==> config.mk <==
export PLATFORM = sky130hd
export DESIGN_NAME = smcg_top
export DESIGN_NICKNAME = d
export VERILOG_FILES = /design/src/hdl/smcg_pkg.sv /design/src/hdl/smcg_top.sv
export SDC_FILE = /design/constraint.sdc
export NUM_CORES = 1
export LEC_CHECK = 0
export ABC_AREA = 1
export BUFFER_PORTS_ARGS = -buffer_cell sky130_fd_sc_hd__buf_2
export CAP_MARGIN = 0
export CORE_ASPECT_RATIO = 1.75
export CORE_MARGIN = 2
export CORE_UTILIZATION = 50
export DETAILED_ROUTE_END_ITERATION = 6
export GPL_ROUTABILITY_DRIVEN = 0
export HOLD_SLACK_MARGIN = 0.03
export PLACE_DENSITY = 0.81
export SYNTH_ARGS = -nofsm -noshare
export SYNTH_HDL_FRONTEND = slang
export SYNTH_SLANG_ARGS = --single-unit
==> constraint.sdc <==
create_clock -name clk_sys -period 1.94 [get_ports clk_sys]
set_input_delay 0.194 -clock clk_sys [delete_from_list [all_inputs] [get_ports clk_sys]]
set_output_delay 0.194 -clock clk_sys [all_outputs]
set_load 0.05 [all_outputs]
==> src/hdl/smcg_pkg.sv <==
// Package with constants for the sleep-mode and clock-gating controller.
package smcg_pkg;
    // Register byte offsets on the AXI4-Lite slave.
    localparam logic [7:0] SMCG_SLEEP_CTRL_OFS = 8'h00;
    localparam logic [7:0] SMCG_POWER_RED_OFS = 8'h04;
    localparam logic [7:0] SMCG_INPUT_DIS_OFS = 8'h08;
    localparam logic [7:0] SMCG_STATUS_OFS = 8'h0c;
    localparam logic [7:0] SMCG_CONFIG_OFS = 8'h10;
    // Sleep control field positions.
    localparam int SMCG_SE_BIT = 0;
    localparam int SMCG_SM_LSB = 1;
    // Power reduction bit positions.
    localparam int SMCG_PR_CONV = 0;
    localparam int SMCG_PR_SER = 1;
    localparam int SMCG_PR_SPI = 2;
    localparam int SMCG_PR_TMR1 = 3;
    localparam int SMCG_PR_TMR0 = 5;
    localparam int SMCG_PR_TMR2 = 6;
    localparam int SMCG_PR_TWI = 7;
    localparam logic [7:0] SMCG_PR_MASK = 8'hef;
    // Configuration bit positions.
    localparam int SMCG_CF_CONV_EN = 0;
    localparam int SMCG_CF_CMP_DIS = 1;
    localparam int SMCG_CF_CMP_REF = 2;
    localparam int SMCG_CF_WDT_EN = 3;
    localparam int SMCG_CF_T2_ASYNC = 4;
    localparam int SMCG_CF_T2_EN = 5;
    localparam logic [7:0] SMCG_RESET_VAL = 8'h00;
    // Sleep mode encodings.
    localparam logic [2:0] SMCG_SM_IDLE = 3'h0;
    localparam logic [2:0] SMCG_SM_NOISE = 3'h1;
    localparam logic [2:0] SMCG_SM_PDOWN = 3'h2;
    localparam logic [2:0] SMCG_SM_PSAVE = 3'h3;
    localparam logic [2:0] SMCG_SM_STBY = 3'h6;
    localparam logic [2:0] SMCG_SM_XSTBY = 3'h7;
    // Wake timing in clock cycles.
    localparam logic [7:0] SMCG_STBY_WAKE_CYC = 8'h06;
    localparam logic [7:0] SMCG_IRQ_HALT_CYC = 8'h04;
    localparam logic [7:0] SMCG_STARTUP_CYC = 8'h10;
    localparam logic [1:0] SMCG_RESP_OKAY = 2'h0;
    localparam logic [1:0] SMCG_RESP_SLVERR = 2'h2;
    typedef enum logic [1:0] {SMCG_ST_ACTIVE, SMCG_ST_SLEEP, SMCG_ST_WAKE} smcg_state_t;
endpackage

==> src/hdl/smcg_top.sv <==
// Sleep-mode and clock-gating controller with AXI4-Lite registers.
`timescale 1ns/1ps
////////////////////////////////////////////////////////////////////////////////
module smcg_top (
    input wire logic clk_sys, // System clock, 100 MHz.
    input wire logic srst, // Synchronous reset, active high.
    input wire logic [7:0] s_axi_awaddr, // Write address.
    input wire logic s_axi_awvalid, // Write address valid.
    output logic s_axi_awready, // Write address ready.
    input wire logic [31:0] s_axi_wdata, // Write data.
    input wire logic [3:0] s_axi_wstrb, // Write strobes.
    input wire logic s_axi_wvalid, // Write data valid.
    output logic s_axi_wready, // Write data ready.
    output logic [1:0] s_axi_bresp, // Write response.
    output logic s_axi_bvalid, // Write response valid.
    input wire logic s_axi_bready, // Write response ready.
    input wire logic [7:0] s_axi_araddr, // Read address.
    input wire logic s_axi_arvalid, // Read address valid.
    output logic s_axi_arready, // Read address ready.
    output logic [31:0] s_axi_rdata, // Read data.
    output logic [1:0] s_axi_rresp, // Read response.
    output logic s_axi_rvalid, // Read response valid.
    input wire logic s_axi_rready, // Read response ready.
    input wire logic sleep_instr, // Sleep instruction pulse from the core.
    input wire logic global_irq_en, // Global interrupt enable of cpu_status_register.
    input wire logic [2:0] timer2_interrupt_mask, // Timer2 compare B, compare A, overflow enables.
    input wire logic [2:0] timer2_event, // Timer2 event pulses, same order.
    input wire logic ext_wake, // Other enabled wake source, asynchronous.
    input wire logic xtal_option, // Crystal or resonator clock option selected.
    input wire logic [1:0] brownout_level_fuses, // Nonzero enables the brown-out detector.
    input wire logic debug_fuse, // On-chip debug enabled by fuse.
    input wire logic [7:0] wake_pin_need, // Pins needed to sense wake-up.
    output logic cpu_halt, // Core halted.
    output logic cpu_resume, // One-cycle pulse: core resumes.
    output logic clk_cpu_en, // CPU and flash clock enable.
    output logic clk_io_en, // I/O clock enable.
    output logic clk_conv_en, // Converter clock enable.
    output logic main_osc_en, // Main oscillator enable.
    output logic t2_osc_en, // Timer2 asynchronous oscillator enable.
    output logic t2_sync_clk_en, // Synchronous clock to timer2.
    output logic [7:0] periph_clk_en, // Per-peripheral clock enables.
    output logic [7:0] periph_reg_en, // Per-peripheral register access allowed.
    output logic conv_en, // Converter enabled.
    output logic conv_extended, // Next conversion is extended.
    output logic cmp_en, // Analog comparator enabled.
    output logic vref_en, // Internal voltage reference enabled.
    output logic brownout_detector_en, // Brown-out detector enabled.
    output logic wdt_en, // Watchdog enabled.
    output logic [7:0] in_buf_en, // Digital input buffers, port pins.
    output logic [7:0] converter_input_en, // Converter pin digital input enable.
    output logic [1:0] comparator_input_en // Comparator pin digital input enable.
);
    import smcg_pkg::*;

    logic [7:0] sleep_ctrl_reg;
    logic [7:0] power_reduction_register;
    logic [7:0] converter_input_disable;
    logic [1:0] comparator_input_disable;
    logic [7:0] config_reg;
    smcg_state_t state_reg;
    logic [2:0] mode_reg;
    logic [7:0] cnt_reg;
    logic wake_s1_reg;
    logic wake_s2_reg;
    logic conv_was_off_reg;
    logic conv_ext_reg;
    logic aw_got_reg;
    logic w_got_reg;
    logic [7:0] awaddr_reg;
    logic [31:0] wdata_reg;
    logic [3:0] wstrb_reg;
    logic [31:0] rdata_reg;
    logic rvalid_reg;
    logic [1:0] rresp_reg;
    logic bvalid_reg;
    logic [1:0] bresp_reg;

    function automatic logic addr_ok(input logic [7:0] a);
        addr_ok = (a == SMCG_SLEEP_CTRL_OFS) || (a == SMCG_POWER_RED_OFS)
            || (a == SMCG_INPUT_DIS_OFS) || (a == SMCG_STATUS_OFS)
            || (a == SMCG_CONFIG_OFS);
    endfunction

    // Standby modes only keep the oscillator when a crystal is fitted.
    function automatic logic [2:0] eff_mode(input logic [2:0] m, input logic x);
        if (m == SMCG_SM_STBY && !x) begin
            eff_mode = SMCG_SM_PDOWN;
        end else if (m == SMCG_SM_XSTBY && !x) begin
            eff_mode = SMCG_SM_PSAVE;
        end else begin
            eff_mode = m;
        end
    endfunction

    ////////////////////////////////////////////////////////////////////////////
    // AXI4-Lite slave. Address and data are captured in either order.
    logic wr_fire;
    logic rd_fire;
    assign s_axi_awready = !aw_got_reg && !bvalid_reg;
    assign s_axi_wready = !w_got_reg && !bvalid_reg;
    assign s_axi_arready = !rvalid_reg;
    assign wr_fire = aw_got_reg && w_got_reg && !bvalid_reg;
    assign rd_fire = s_axi_arvalid && s_axi_arready;
    assign s_axi_bvalid = bvalid_reg;
    assign s_axi_bresp = bresp_reg;
    assign s_axi_rvalid = rvalid_reg;
    assign s_axi_rresp = rresp_reg;
    assign s_axi_rdata = rdata_reg;

    always_ff @(posedge clk_sys) begin
        if (srst) begin
            aw_got_reg <= 1'b0;
            w_got_reg <= 1'b0;
            awaddr_reg <= 8'h00;
            wdata_reg <= 32'h0;
            wstrb_reg <= 4'h0;
            bvalid_reg <= 1'b0;
            bresp_reg <= SMCG_RESP_OKAY;
        end else begin
            if (s_axi_awvalid && s_axi_awready) begin
                aw_got_reg <= 1'b1;
                awaddr_reg <= s_axi_awaddr;
            end
            if (s_axi_wvalid && s_axi_wready) begin
                w_got_reg <= 1'b1;
                wdata_reg <= s_axi_wdata;
                wstrb_reg <= s_axi_wstrb;
            end
            if (wr_fire) begin
                aw_got_reg <= 1'b0;
                w_got_reg <= 1'b0;
                bvalid_reg <= 1'b1;
                bresp_reg <= addr_ok({awaddr_reg[7:2], 2'b00}) ? SMCG_RESP_OKAY
                    : SMCG_RESP_SLVERR;
            end else if (bvalid_reg && s_axi_bready) begin
                bvalid_reg <= 1'b0;
            end
        end
    end

    logic [7:0] wa;
    logic wlane;
    assign wa = {awaddr_reg[7:2], 2'b00};
    assign wlane = wr_fire && wstrb_reg[0];

    always_ff @(posedge clk_sys) begin
        if (srst) begin
            sleep_ctrl_reg <= SMCG_RESET_VAL;
            power_reduction_register <= SMCG_RESET_VAL;
            converter_input_disable <= SMCG_RESET_VAL;
            comparator_input_disable <= 2'b00;
            config_reg <= SMCG_RESET_VAL;
        end else if (wlane) begin
            case (wa)
                SMCG_SLEEP_CTRL_OFS: sleep_ctrl_reg <= {4'h0, wdata_reg[3:0]};
                SMCG_POWER_RED_OFS: power_reduction_register <= wdata_reg[7:0] & SMCG_PR_MASK;
                SMCG_INPUT_DIS_OFS: begin
                    converter_input_disable <= wdata_reg[7:0];
                    if (wstrb_reg[1]) begin
                        comparator_input_disable <= wdata_reg[9:8];
                    end
                end
                SMCG_CONFIG_OFS: config_reg <= {2'b00, wdata_reg[5:0]};
                default: ;
            endcase
        end
    end

    always_ff @(posedge clk_sys) begin
        if (srst) begin
            rvalid_reg <= 1'b0;
            rdata_reg <= 32'h0;
            rresp_reg <= SMCG_RESP_OKAY;
        end else if (rd_fire) begin
            rvalid_reg <= 1'b1;
            rresp_reg <= addr_ok({s_axi_araddr[7:2], 2'b00}) ? SMCG_RESP_OKAY
                : SMCG_RESP_SLVERR;
            case ({s_axi_araddr[7:2], 2'b00})
                SMCG_SLEEP_CTRL_OFS: rdata_reg <= {24'h0, sleep_ctrl_reg};
                SMCG_POWER_RED_OFS: rdata_reg <= {24'h0, power_reduction_register};
                SMCG_INPUT_DIS_OFS: rdata_reg <= {22'h0, comparator_input_disable,
                    converter_input_disable};
                SMCG_STATUS_OFS: rdata_reg <= {20'h0, vref_en, conv_ext_reg, mode_reg,
                    cpu_halt, 6'h00 | {4'h0, state_reg}};
                SMCG_CONFIG_OFS: rdata_reg <= {24'h0, config_reg};
                default: rdata_reg <= 32'h0;
            endcase
        end else if (rvalid_reg && s_axi_rready) begin
            rvalid_reg <= 1'b0;
        end
    end

    ////////////////////////////////////////////////////////////////////////////
    // Sleep sequencer.
    logic t2_wake;
    logic [2:0] sel_mode;
    assign sel_mode = eff_mode(sleep_ctrl_reg[SMCG_SM_LSB +: 3], xtal_option);
    // Timer2 wakes the core only in idle, noise, power-save and extended standby.
    assign t2_wake = global_irq_en && |(timer2_interrupt_mask & timer2_event)
        && config_reg[SMCG_CF_T2_EN];

    always_ff @(posedge clk_sys) begin
        if (srst) begin
            wake_s1_reg <= 1'b0;
            wake_s2_reg <= 1'b0;
        end else begin
            wake_s1_reg <= ext_wake;
            wake_s2_reg <= wake_s1_reg;
        end
    end

    logic wake_any;
    logic t2_mode;
    assign t2_mode = (mode_reg == SMCG_SM_PSAVE) || (mode_reg == SMCG_SM_XSTBY)
        || (mode_reg == SMCG_SM_NOISE) || (mode_reg == SMCG_SM_IDLE);
    assign wake_any = wake_s2_reg || (t2_wake && t2_mode);

    always_ff @(posedge clk_sys) begin
        if (srst) begin
            state_reg <= SMCG_ST_ACTIVE;
            mode_reg <= SMCG_SM_IDLE;
            cnt_reg <= 8'h00;
        end else begin
            case (state_reg)
                SMCG_ST_ACTIVE: begin
                    // Reserved codes are treated as no sleep at all.
                    if (sleep_instr && sleep_ctrl_reg[SMCG_SE_BIT]
                        && sel_mode != 3'h4 && sel_mode != 3'h5) begin
                        state_reg <= SMCG_ST_SLEEP;
                        mode_reg <= sel_mode;
                    end
                end
                SMCG_ST_SLEEP: begin
                    if (wake_any) begin
                        state_reg <= SMCG_ST_WAKE;
                        if (mode_reg == SMCG_SM_STBY || mode_reg == SMCG_SM_XSTBY) begin
                            cnt_reg <= SMCG_STBY_WAKE_CYC - 8'h01;
                        end else if (mode_reg == SMCG_SM_IDLE || mode_reg == SMCG_SM_NOISE) begin
                            cnt_reg <= SMCG_IRQ_HALT_CYC - 8'h01;
                        end else begin
                            cnt_reg <= SMCG_STARTUP_CYC + SMCG_IRQ_HALT_CYC - 8'h01;
                        end
                    end
                end
                SMCG_ST_WAKE: begin
                    if (cnt_reg == 8'h00) begin
                        state_reg <= SMCG_ST_ACTIVE;
                    end else begin
                        cnt_reg <= cnt_reg - 8'h01;
                    end
                end
                default: state_reg <= SMCG_ST_ACTIVE;
            endcase
        end
    end

    assign cpu_halt = state_reg != SMCG_ST_ACTIVE;
    assign cpu_resume = state_reg == SMCG_ST_WAKE && cnt_reg == 8'h00;

    ////////////////////////////////////////////////////////////////////////////
    // Clock domain enables per sleep mode.
    logic sleeping;
    logic psave_like;
    logic osc_kept;
    assign sleeping = state_reg == SMCG_ST_SLEEP;
    assign psave_like = mode_reg == SMCG_SM_PSAVE || mode_reg == SMCG_SM_XSTBY;
    assign osc_kept = mode_reg == SMCG_SM_STBY || mode_reg == SMCG_SM_XSTBY;

    always_comb begin
        clk_cpu_en = !cpu_halt;
        clk_io_en = !sleeping || mode_reg == SMCG_SM_IDLE;
        clk_conv_en = !sleeping || mode_reg == SMCG_SM_IDLE || mode_reg == SMCG_SM_NOISE;
        // Debug needs the main clock alive even in the deepest modes.
        main_osc_en = !sleeping || mode_reg == SMCG_SM_IDLE || mode_reg == SMCG_SM_NOISE
            || osc_kept || debug_fuse;
        t2_osc_en = config_reg[SMCG_CF_T2_ASYNC] && config_reg[SMCG_CF_T2_EN];
        // In power-save the synchronous source runs only for timer2.
        t2_sync_clk_en = !config_reg[SMCG_CF_T2_ASYNC] && config_reg[SMCG_CF_T2_EN]
            && !power_reduction_register[SMCG_PR_TMR2]
            && (!sleeping || clk_io_en || psave_like);
    end

    // Gated peripherals freeze; clearing the bit resumes them untouched.
    genvar gi;
    generate
        for (gi = 0; gi < 8; gi++) begin : g_pr
            assign periph_clk_en[gi] = !power_reduction_register[gi] && clk_io_en
                && SMCG_PR_MASK[gi];
            assign periph_reg_en[gi] = !power_reduction_register[gi];
        end
    endgenerate

    ////////////////////////////////////////////////////////////////////////////
    // Analog support functions.
    logic conv_on;
    assign conv_on = config_reg[SMCG_CF_CONV_EN] && !power_reduction_register[SMCG_PR_CONV];
    assign conv_en = conv_on;
    assign conv_extended = conv_ext_reg;
    always_ff @(posedge clk_sys) begin
        if (srst) begin
            conv_was_off_reg <= 1'b1;
            conv_ext_reg <= 1'b1;
        end else begin
            conv_was_off_reg <= !conv_on;
            if (conv_on && conv_was_off_reg) begin
                conv_ext_reg <= 1'b1;
            end else if (conv_on) begin
                conv_ext_reg <= 1'b0;
            end
        end
    end

    assign cmp_en = !config_reg[SMCG_CF_CMP_DIS] && (!sleeping
        || mode_reg == SMCG_SM_IDLE || mode_reg == SMCG_SM_NOISE);
    assign brownout_detector_en = brownout_level_fuses != 2'b00;
    // Reference follows the comparator setup even when sleep turns it off.
    assign vref_en = brownout_detector_en || conv_on || (!config_reg[SMCG_CF_CMP_DIS]
        && config_reg[SMCG_CF_CMP_REF]);
    assign wdt_en = config_reg[SMCG_CF_WDT_EN];
    assign in_buf_en = (clk_io_en || clk_conv_en) ? 8'hff : wake_pin_need;
    assign converter_input_en = ~converter_input_disable;
    assign comparator_input_en = ~comparator_input_disable;

    ////////////////////////////////////////////////////////////////////////////
    a_standby_wake_six: assert property (@(posedge clk_sys) disable iff (srst)
        (sleeping && wake_any && osc_kept) |-> ##6 cpu_resume ##1 !cpu_halt)
        else $error("standby wake not six cycles");
    a_no_sleep_wo_se: assert property (@(posedge clk_sys) disable iff (srst)
        (state_reg == SMCG_ST_ACTIVE && !sleep_ctrl_reg[SMCG_SE_BIT]) |=> !sleeping)
        else $error("sleep without enable bit");
    a_comparator_off_deep: assert property (@(posedge clk_sys) disable iff (srst)
        (sleeping && !clk_conv_en) |-> !cmp_en)
        else $error("comparator on in deep sleep");
    a_pdown_clocks_off: assert property (@(posedge clk_sys) disable iff (srst)
        (sleeping && mode_reg == SMCG_SM_PDOWN && !debug_fuse) |-> !main_osc_en && !clk_io_en)
        else $error("clock running in power-down");
    a_gate_blocks_regs: assert property (@(posedge clk_sys) disable iff (srst)
        power_reduction_register[SMCG_PR_TMR0] |-> !periph_clk_en[SMCG_PR_TMR0]
        && !periph_reg_en[SMCG_PR_TMR0])
        else $error("gated peripheral still clocked");
    a_vref_need: assert property (@(posedge clk_sys) disable iff (srst)
        vref_en |-> (brownout_detector_en || conv_on || cmp_en || config_reg[SMCG_CF_CMP_REF]))
        else $error("reference on without user");
    a_t2_wake_gated: assert property (@(posedge clk_sys) disable iff (srst)
        (sleeping && !global_irq_en && !wake_s2_reg) |=> sleeping)
        else $error("timer2 woke without global enable");
    a_idle_cpu_only: assert property (@(posedge clk_sys) disable iff (srst)
        (sleeping && mode_reg == SMCG_SM_IDLE) |-> !clk_cpu_en && clk_io_en)
        else $error("idle clocks wrong");
    c_enter_psave: cover property (@(posedge clk_sys) sleeping && mode_reg == SMCG_SM_PSAVE);
    c_xstby_wake: cover property (@(posedge clk_sys) cpu_resume && mode_reg == SMCG_SM_XSTBY);
    c_conv_ext: cover property (@(posedge clk_sys) $rose(conv_ext_reg));
endmodule

Yosys cells after proc, flatten, opt, wreduce, memory -nomap -nowiden
Cells that the tools add are included.
- add/subtract/negate cells: 1
- eq/ne operators: 22
- muxes and demuxes: 19
- bitwise operators: 3
- reductions and logical operators: 96
- operator list (operator ; count):
    case mux 12 bit (5 select lines) ; 1
    logical AND 1 bit ; 34
    equality test 6 x 2 -> 1 bit (second input constant) ; 4
    two-way mux 8 bit ; 3
    logical OR 1 bit ; 23
    logical NOT 1 bit ; 17
    logical NOT 8 bit ; 2
    case mux 8 bit (2 select lines) ; 1
    equality test 3 bit (second input constant) ; 4
    equality test 6 x 1 -> 1 bit (second input constant) ; 2
    equality test 6 x 3 -> 1 bit (second input constant) ; 2
    logical NOT 6 bit ; 2
    two-way mux 2 bit ; 5
    two-way mux 5 bit ; 2
    AND reduction 2 bit ; 5
    nonzero test 2 bit ; 5
    AND reduction 3 bit ; 3
    inequality test 2 bit (second input constant) ; 4
    inverter 8 bit ; 1
    subtractor 8 x 1 -> 8 bit (second input constant) ; 1
    two-way mux 3 bit ; 2
    inequality test 3 bit (second input constant) ; 2
    case mux 2 bit (3 select lines) ; 1
    two-way mux 1 bit ; 4
    other kinds (10) ; 11
- register bits: 104
- input port bits: 80
- output and inout bits: 89
- logic and storage cells: 163

Logic depth before layout (Yosys ltp)
- word-level depth: 9
- gate-level depth with buffers: 10

Least setup slack after synthesis
Ideal clock, no wire load.
- path kind: register -> register
- start point: register bvalid_reg (netlist: s_axi_bvalid)
- end point: register wdata_reg[2]
- library setup time: 0.116 ns
- arrival time: 1.968 ns
- data required time: 1.824 ns
- slack: -0.144 ns
- cell stages (with the launch flop): 6
- buffers on the path: 1
- clock period less this slack: 2.084 ns
- cells stage by stage: dfxtp_1 nor2_1 nand2_1 buf_2 o21ai_0 nor2_1
- word-level cells in the longest chain between the ends: 3
- ends and longest elaborated chain (element ; RTL line ; text):
    start, declared ; smcg_top.sv:75 ; logic bvalid_reg;
    start signal, assigned ; smcg_top.sv:117 ; bvalid_reg <= 1'b0;
    start signal, assigned ; smcg_top.sv:132 ; bvalid_reg <= 1'b1;
    start signal, assigned ; smcg_top.sv:136 ; bvalid_reg <= 1'b0;
    logical NOT 1 bit ; smcg_top.sv:100 ; assign s_axi_wready = !w_got_reg && !bvalid_reg;
    logical AND 1 bit ; smcg_top.sv:100 ;
    named net s_axi_wready ; smcg_top.sv:13 ; output logic s_axi_wready,
    logical AND 1 bit ; smcg_top.sv:124 ; if (s_axi_wvalid && s_axi_wready) begin
    end signal, assigned ; smcg_top.sv:126 ; wdata_reg <= s_axi_wdata;
    end, declared ; smcg_top.sv:70 ; logic [31:0] wdata_reg;
The timed path passes the listed nets, and every way through them passes these cells.
A chain may end at the register's enable or synchronous reset.

Worst setup path in the final report
- start point: register state_reg[0]
- end point: output port in_buf_en[5]
- word-level cells in the longest chain between the ends: 6
- ends and longest elaborated chain (element ; RTL line ; text):
    start, declared ; smcg_top.sv:60 ; smcg_state_t state_reg;
    start signal, assigned ; smcg_top.sv:220 ; state_reg <= SMCG_ST_ACTIVE;
    start signal, assigned ; smcg_top.sv:229 ; state_reg <= SMCG_ST_SLEEP;
    start signal, assigned ; smcg_top.sv:235 ; state_reg <= SMCG_ST_WAKE;
    equality test 2 x 1 -> 1 bit * ; smcg_top.sv:265 ; assign sleeping = state_reg == SMCG_ST_SLEEP;
    logical NOT 1 bit * ; smcg_top.sv:271, smcg_top.sv:272 ;
    logical OR 1 bit * ; smcg_top.sv:271, smcg_top.sv:272 ;
    logical OR 1 bit ; smcg_top.sv:272 ; clk_conv_en = !sleeping || mode_reg == SMCG_SM_IDLE || mode_reg == SMCG_SM_NOISE;
    logical OR 1 bit * ; smcg_top.sv:320 ; assign in_buf_en = (clk_io_en || clk_conv_en) ? 8'hff : wake_pin_need;
    two-way mux 8 bit * ; smcg_top.sv:320 ;
    end, declared ; smcg_top.sv:49 ; output logic [7:0] in_buf_en,
Every way passes the cells marked *; elsewhere a longest branch is shown, timed or not.

==> metrics <==
Seq/Total Area, Yosys=40.91%; Reg area=1602 um2; Synth cell types=30; HPWL after detailed placement=8315 um; Clock Power Share=46.6%; clock latency on the worst-skew pair=0.34 ns; CP Data Required Time=1.75 ns; Arr. time, crit path=~1.6 ns; core box area=7567 um2; Crit Path Category=flip-flop to output pin; Post-synth top flop=dfxtp_1; xor and xnor fraction of the mapped netlist area=0%; global-route wire length before repair=17150 um; Internal=3078 uW; Clock Sinks=80; WL per Instance=14.03 um; Ys Warns=0; Vias/cell=5.269; H-tree depth=3; async set-reset flop share out of synthesis=0%; Final Hold Vio Count=0; sw frac=about a quarter; peak ir drop on the vdd network=0.6605 mV; DRT iter0 DRCs=310; Multi-input gate area=1883 um2; Top delay family on crit path=simple AND/OR/NAND/NOR gates; P_sw=1093 uW; top cell type's share of synthesized area=40.91%; vias after detailed routing=4078; Worst-Margin Slew=between 0.5 and 0.6 ns; Static Leak=about 0.0021 uW; Fillers=722; crit end category=output pin; Pwr Density=between 800 and 900 nW/um2; Post-synth EDFFs=0; Synth top cells by count=95 x nand2_1, 88 x nor2_1, 80 x dfxtp_1, 68 x inv_1, 54 x a21oi_1; CTS Root Cell=clkbuf_16; max reg flops=12; Synth Area in Compound Gates=15.31%; crit path buf inv count=2; Tot Pwr=4170 uW; Worst-path clk slew=0.06 ns; Relative slew margins=63.44%; ranking of synthesized cells by area=dfxtp_1 41%, nand2_1 9.1%, nor2_1 8.4%; dpl cells=758; Slowest-stage cell, CP=dfxtp_1; clock tree buffer depth=2; Post-Syn Area=3915 um2; vias in the first global route=3811; grt total ovfl=0; worst min path class=input pin to flip-flop; Post-Synth Simple-Gate Area=29.40%; Finished Layout Cells=slightly below 800; initial antenna violation count=0; area leader, netlist=dfxtp_1; Tmin final=1.831 ns; nets=764; Die X=70.89 um; Slew Viols, Final=0; DRC=0; status=finished, final reports clean; full die area=8582 um2; Initial Util=51.74%; part of the cycle the worst path needs=approximately 94%; CP max FO=10; Total Wirelength=10860 um; TritonCTS Buffers=9; ANT cells=0; Final Util=63.79%; pin count of the biggest net entering global routing=46; Mapped Cells=565; unrepaired setup endpoints after global routing=false; CTS tree=done; # rows=42; Die Span Y=121.1 um; FMAX=546.0 MHz; final-report setup violation count=0; power share of the sequential group=41.8%; I/O pins=around 170; layout cells sized above 1=25.95%; Pre-Repair DR Iteration Count=5; post-route ant nets=0; setup TNS=0 ns; main combinational cell family by area after synthesis=simple AND/OR/NAND/NOR gates; Area Growth Syn to Fin=23.30%; combinational share of power=~12%; Port Buf Inserts=116; all-layer global routing usage=25.62%; skew final=0.002952 ns; Max-Cap Viols=0; #FFs+latches synth=80; mux cell area share after synthesis=0%; critical-path cell list=inv_2 > nor2_4 > nand2_1 > or2_2 > buf_2; dominant cell by count in the synthesized netlist=nand2_1; Mapped Avg Cell Area=between 6 and 7 um2; Post-Synth Adder-Cell Area=0.9588%; Setup crit start kind=flip-flop; Max stage delay on crit path=approximately 0.39 ns
-- cell type report --
cell class / count / area share, %
well taps: 88 / 2.281
clock buffers: 9 / 4.666
repair buffers: 119 / 12.55
inverters: 75 / 5.832
clock inverters: 7 / 2.488
flip-flops and latches: 80 / 33.18
multi-input cells: 396 / 39.01
-- routing by layer --
layer / wire [um] / up-vias / GRT usage, %
met5: 0 / - / 0
met4: 552 / 0 / 14.86
met3: 670 / 42 / 4.983
met2: 5893 / 186 / 48.83
met1: 3744 / 1861 / 24.66
li1: - / 1989 / -
-- power by group through the flow --
stage	clock (uW)	sequential, uW	combinational (uW)
detailed placement	0	1780	483
global placement	0	1780	471
CTS	1960	1740	486
finish	1940	1740	483
global route	2040	1750	528
floorplan	0	1800	366
-- layout by cell type, fill, tap and decap left out, types with 2 or more instances in the layout --
| cell | synthesis | layout |
|---|---|---|
| nand4_1 | 11 | 11 |
| nand2_2 | 6 | 6 |
| nor2_4 | 6 | 6 |
| nand3_1 | 26 | 26 |
| inv_1 | 68 | 67 |
| ha_1 | 3 | 3 |
| inv_2 | 7 | 8 |
| conb_1 | 2 | 24 |
| clkbuf_16 | 0 | 9 |
| bufinv_16 | 0 | 3 |
| or2_2 | 10 | 10 |
| clkinv_4 | 0 | 2 |
| o22ai_1 | 3 | 3 |
| nor2_1 | 88 | 86 |
| a21oi_1 | 54 | 54 |
| nor3_4 | 2 | 2 |
| dfxtp_1 | 80 | 80 |
| buf_4 | 24 | 3 |
| buf_2 | 3 | 115 |
| nor3_1 | 2 | 2 |
| nor2_2 | 6 | 8 |
| o21ai_0 | 52 | 52 |
| nand2_1 | 95 | 95 |
-- through the flow --
stage          hold slack [ns]  setup slack, ns  instance area [um2]
4_1_cts                0.05405          0.05071                 4825
3_5_place_dp            0.3969           0.4251                 4479
3_3_place_gp            0.3904           0.4436                 4479
2_1_floorplan           0.3010       0.00008626                 4003
6_report               0.05976           0.1086                 4827
5_1_grt                0.06505         0.004843                 4827
-- worst register-to-register path, cell delays in order, from the launching register on --
cell and delay (ns):
dfxtp_1 0.30, inv_1 0.08, nand2_1 0.21, inv_1 0.42
o21ai_0 0.20, nor2_1 0.16, a21oi_1 0.07
-- cell families (layout without fill, tap and decap cells) --
logic type,after synthesis,in the layout
other,2,24
and+or+nand+nor,254,254
buffers and inverters,111,210
DFF,80,80
AOI/OAI and AO/OA,115,115
adders and majority gates,3,3
-- worst paths after layout --
| path | startpoint | to | slack (ns) | depth (start not counted) |
|---|---|---|---|---|
| setup / recovery | state_reg[0] | in_buf_en[5] | 0.11 | 5 |
| hold / removal | ext_wake | wake_s1_reg | 0.06 | 3 |
| setup reg to reg | s_axi_rvalid | s_axi_rdata[0] | 0.38 | 6 |
| hold reg to reg | wake_s1_reg | wake_s2_reg | 0.40 | 2 |
-- what timing repair did --
item	in CTS	in global routing
gates resized for setup	0	2
buffers inserted	0	0
hold buffers	0	0
setup endpoints to repair	0	1
Note: power is estimated with default switching activity, not from simulation.
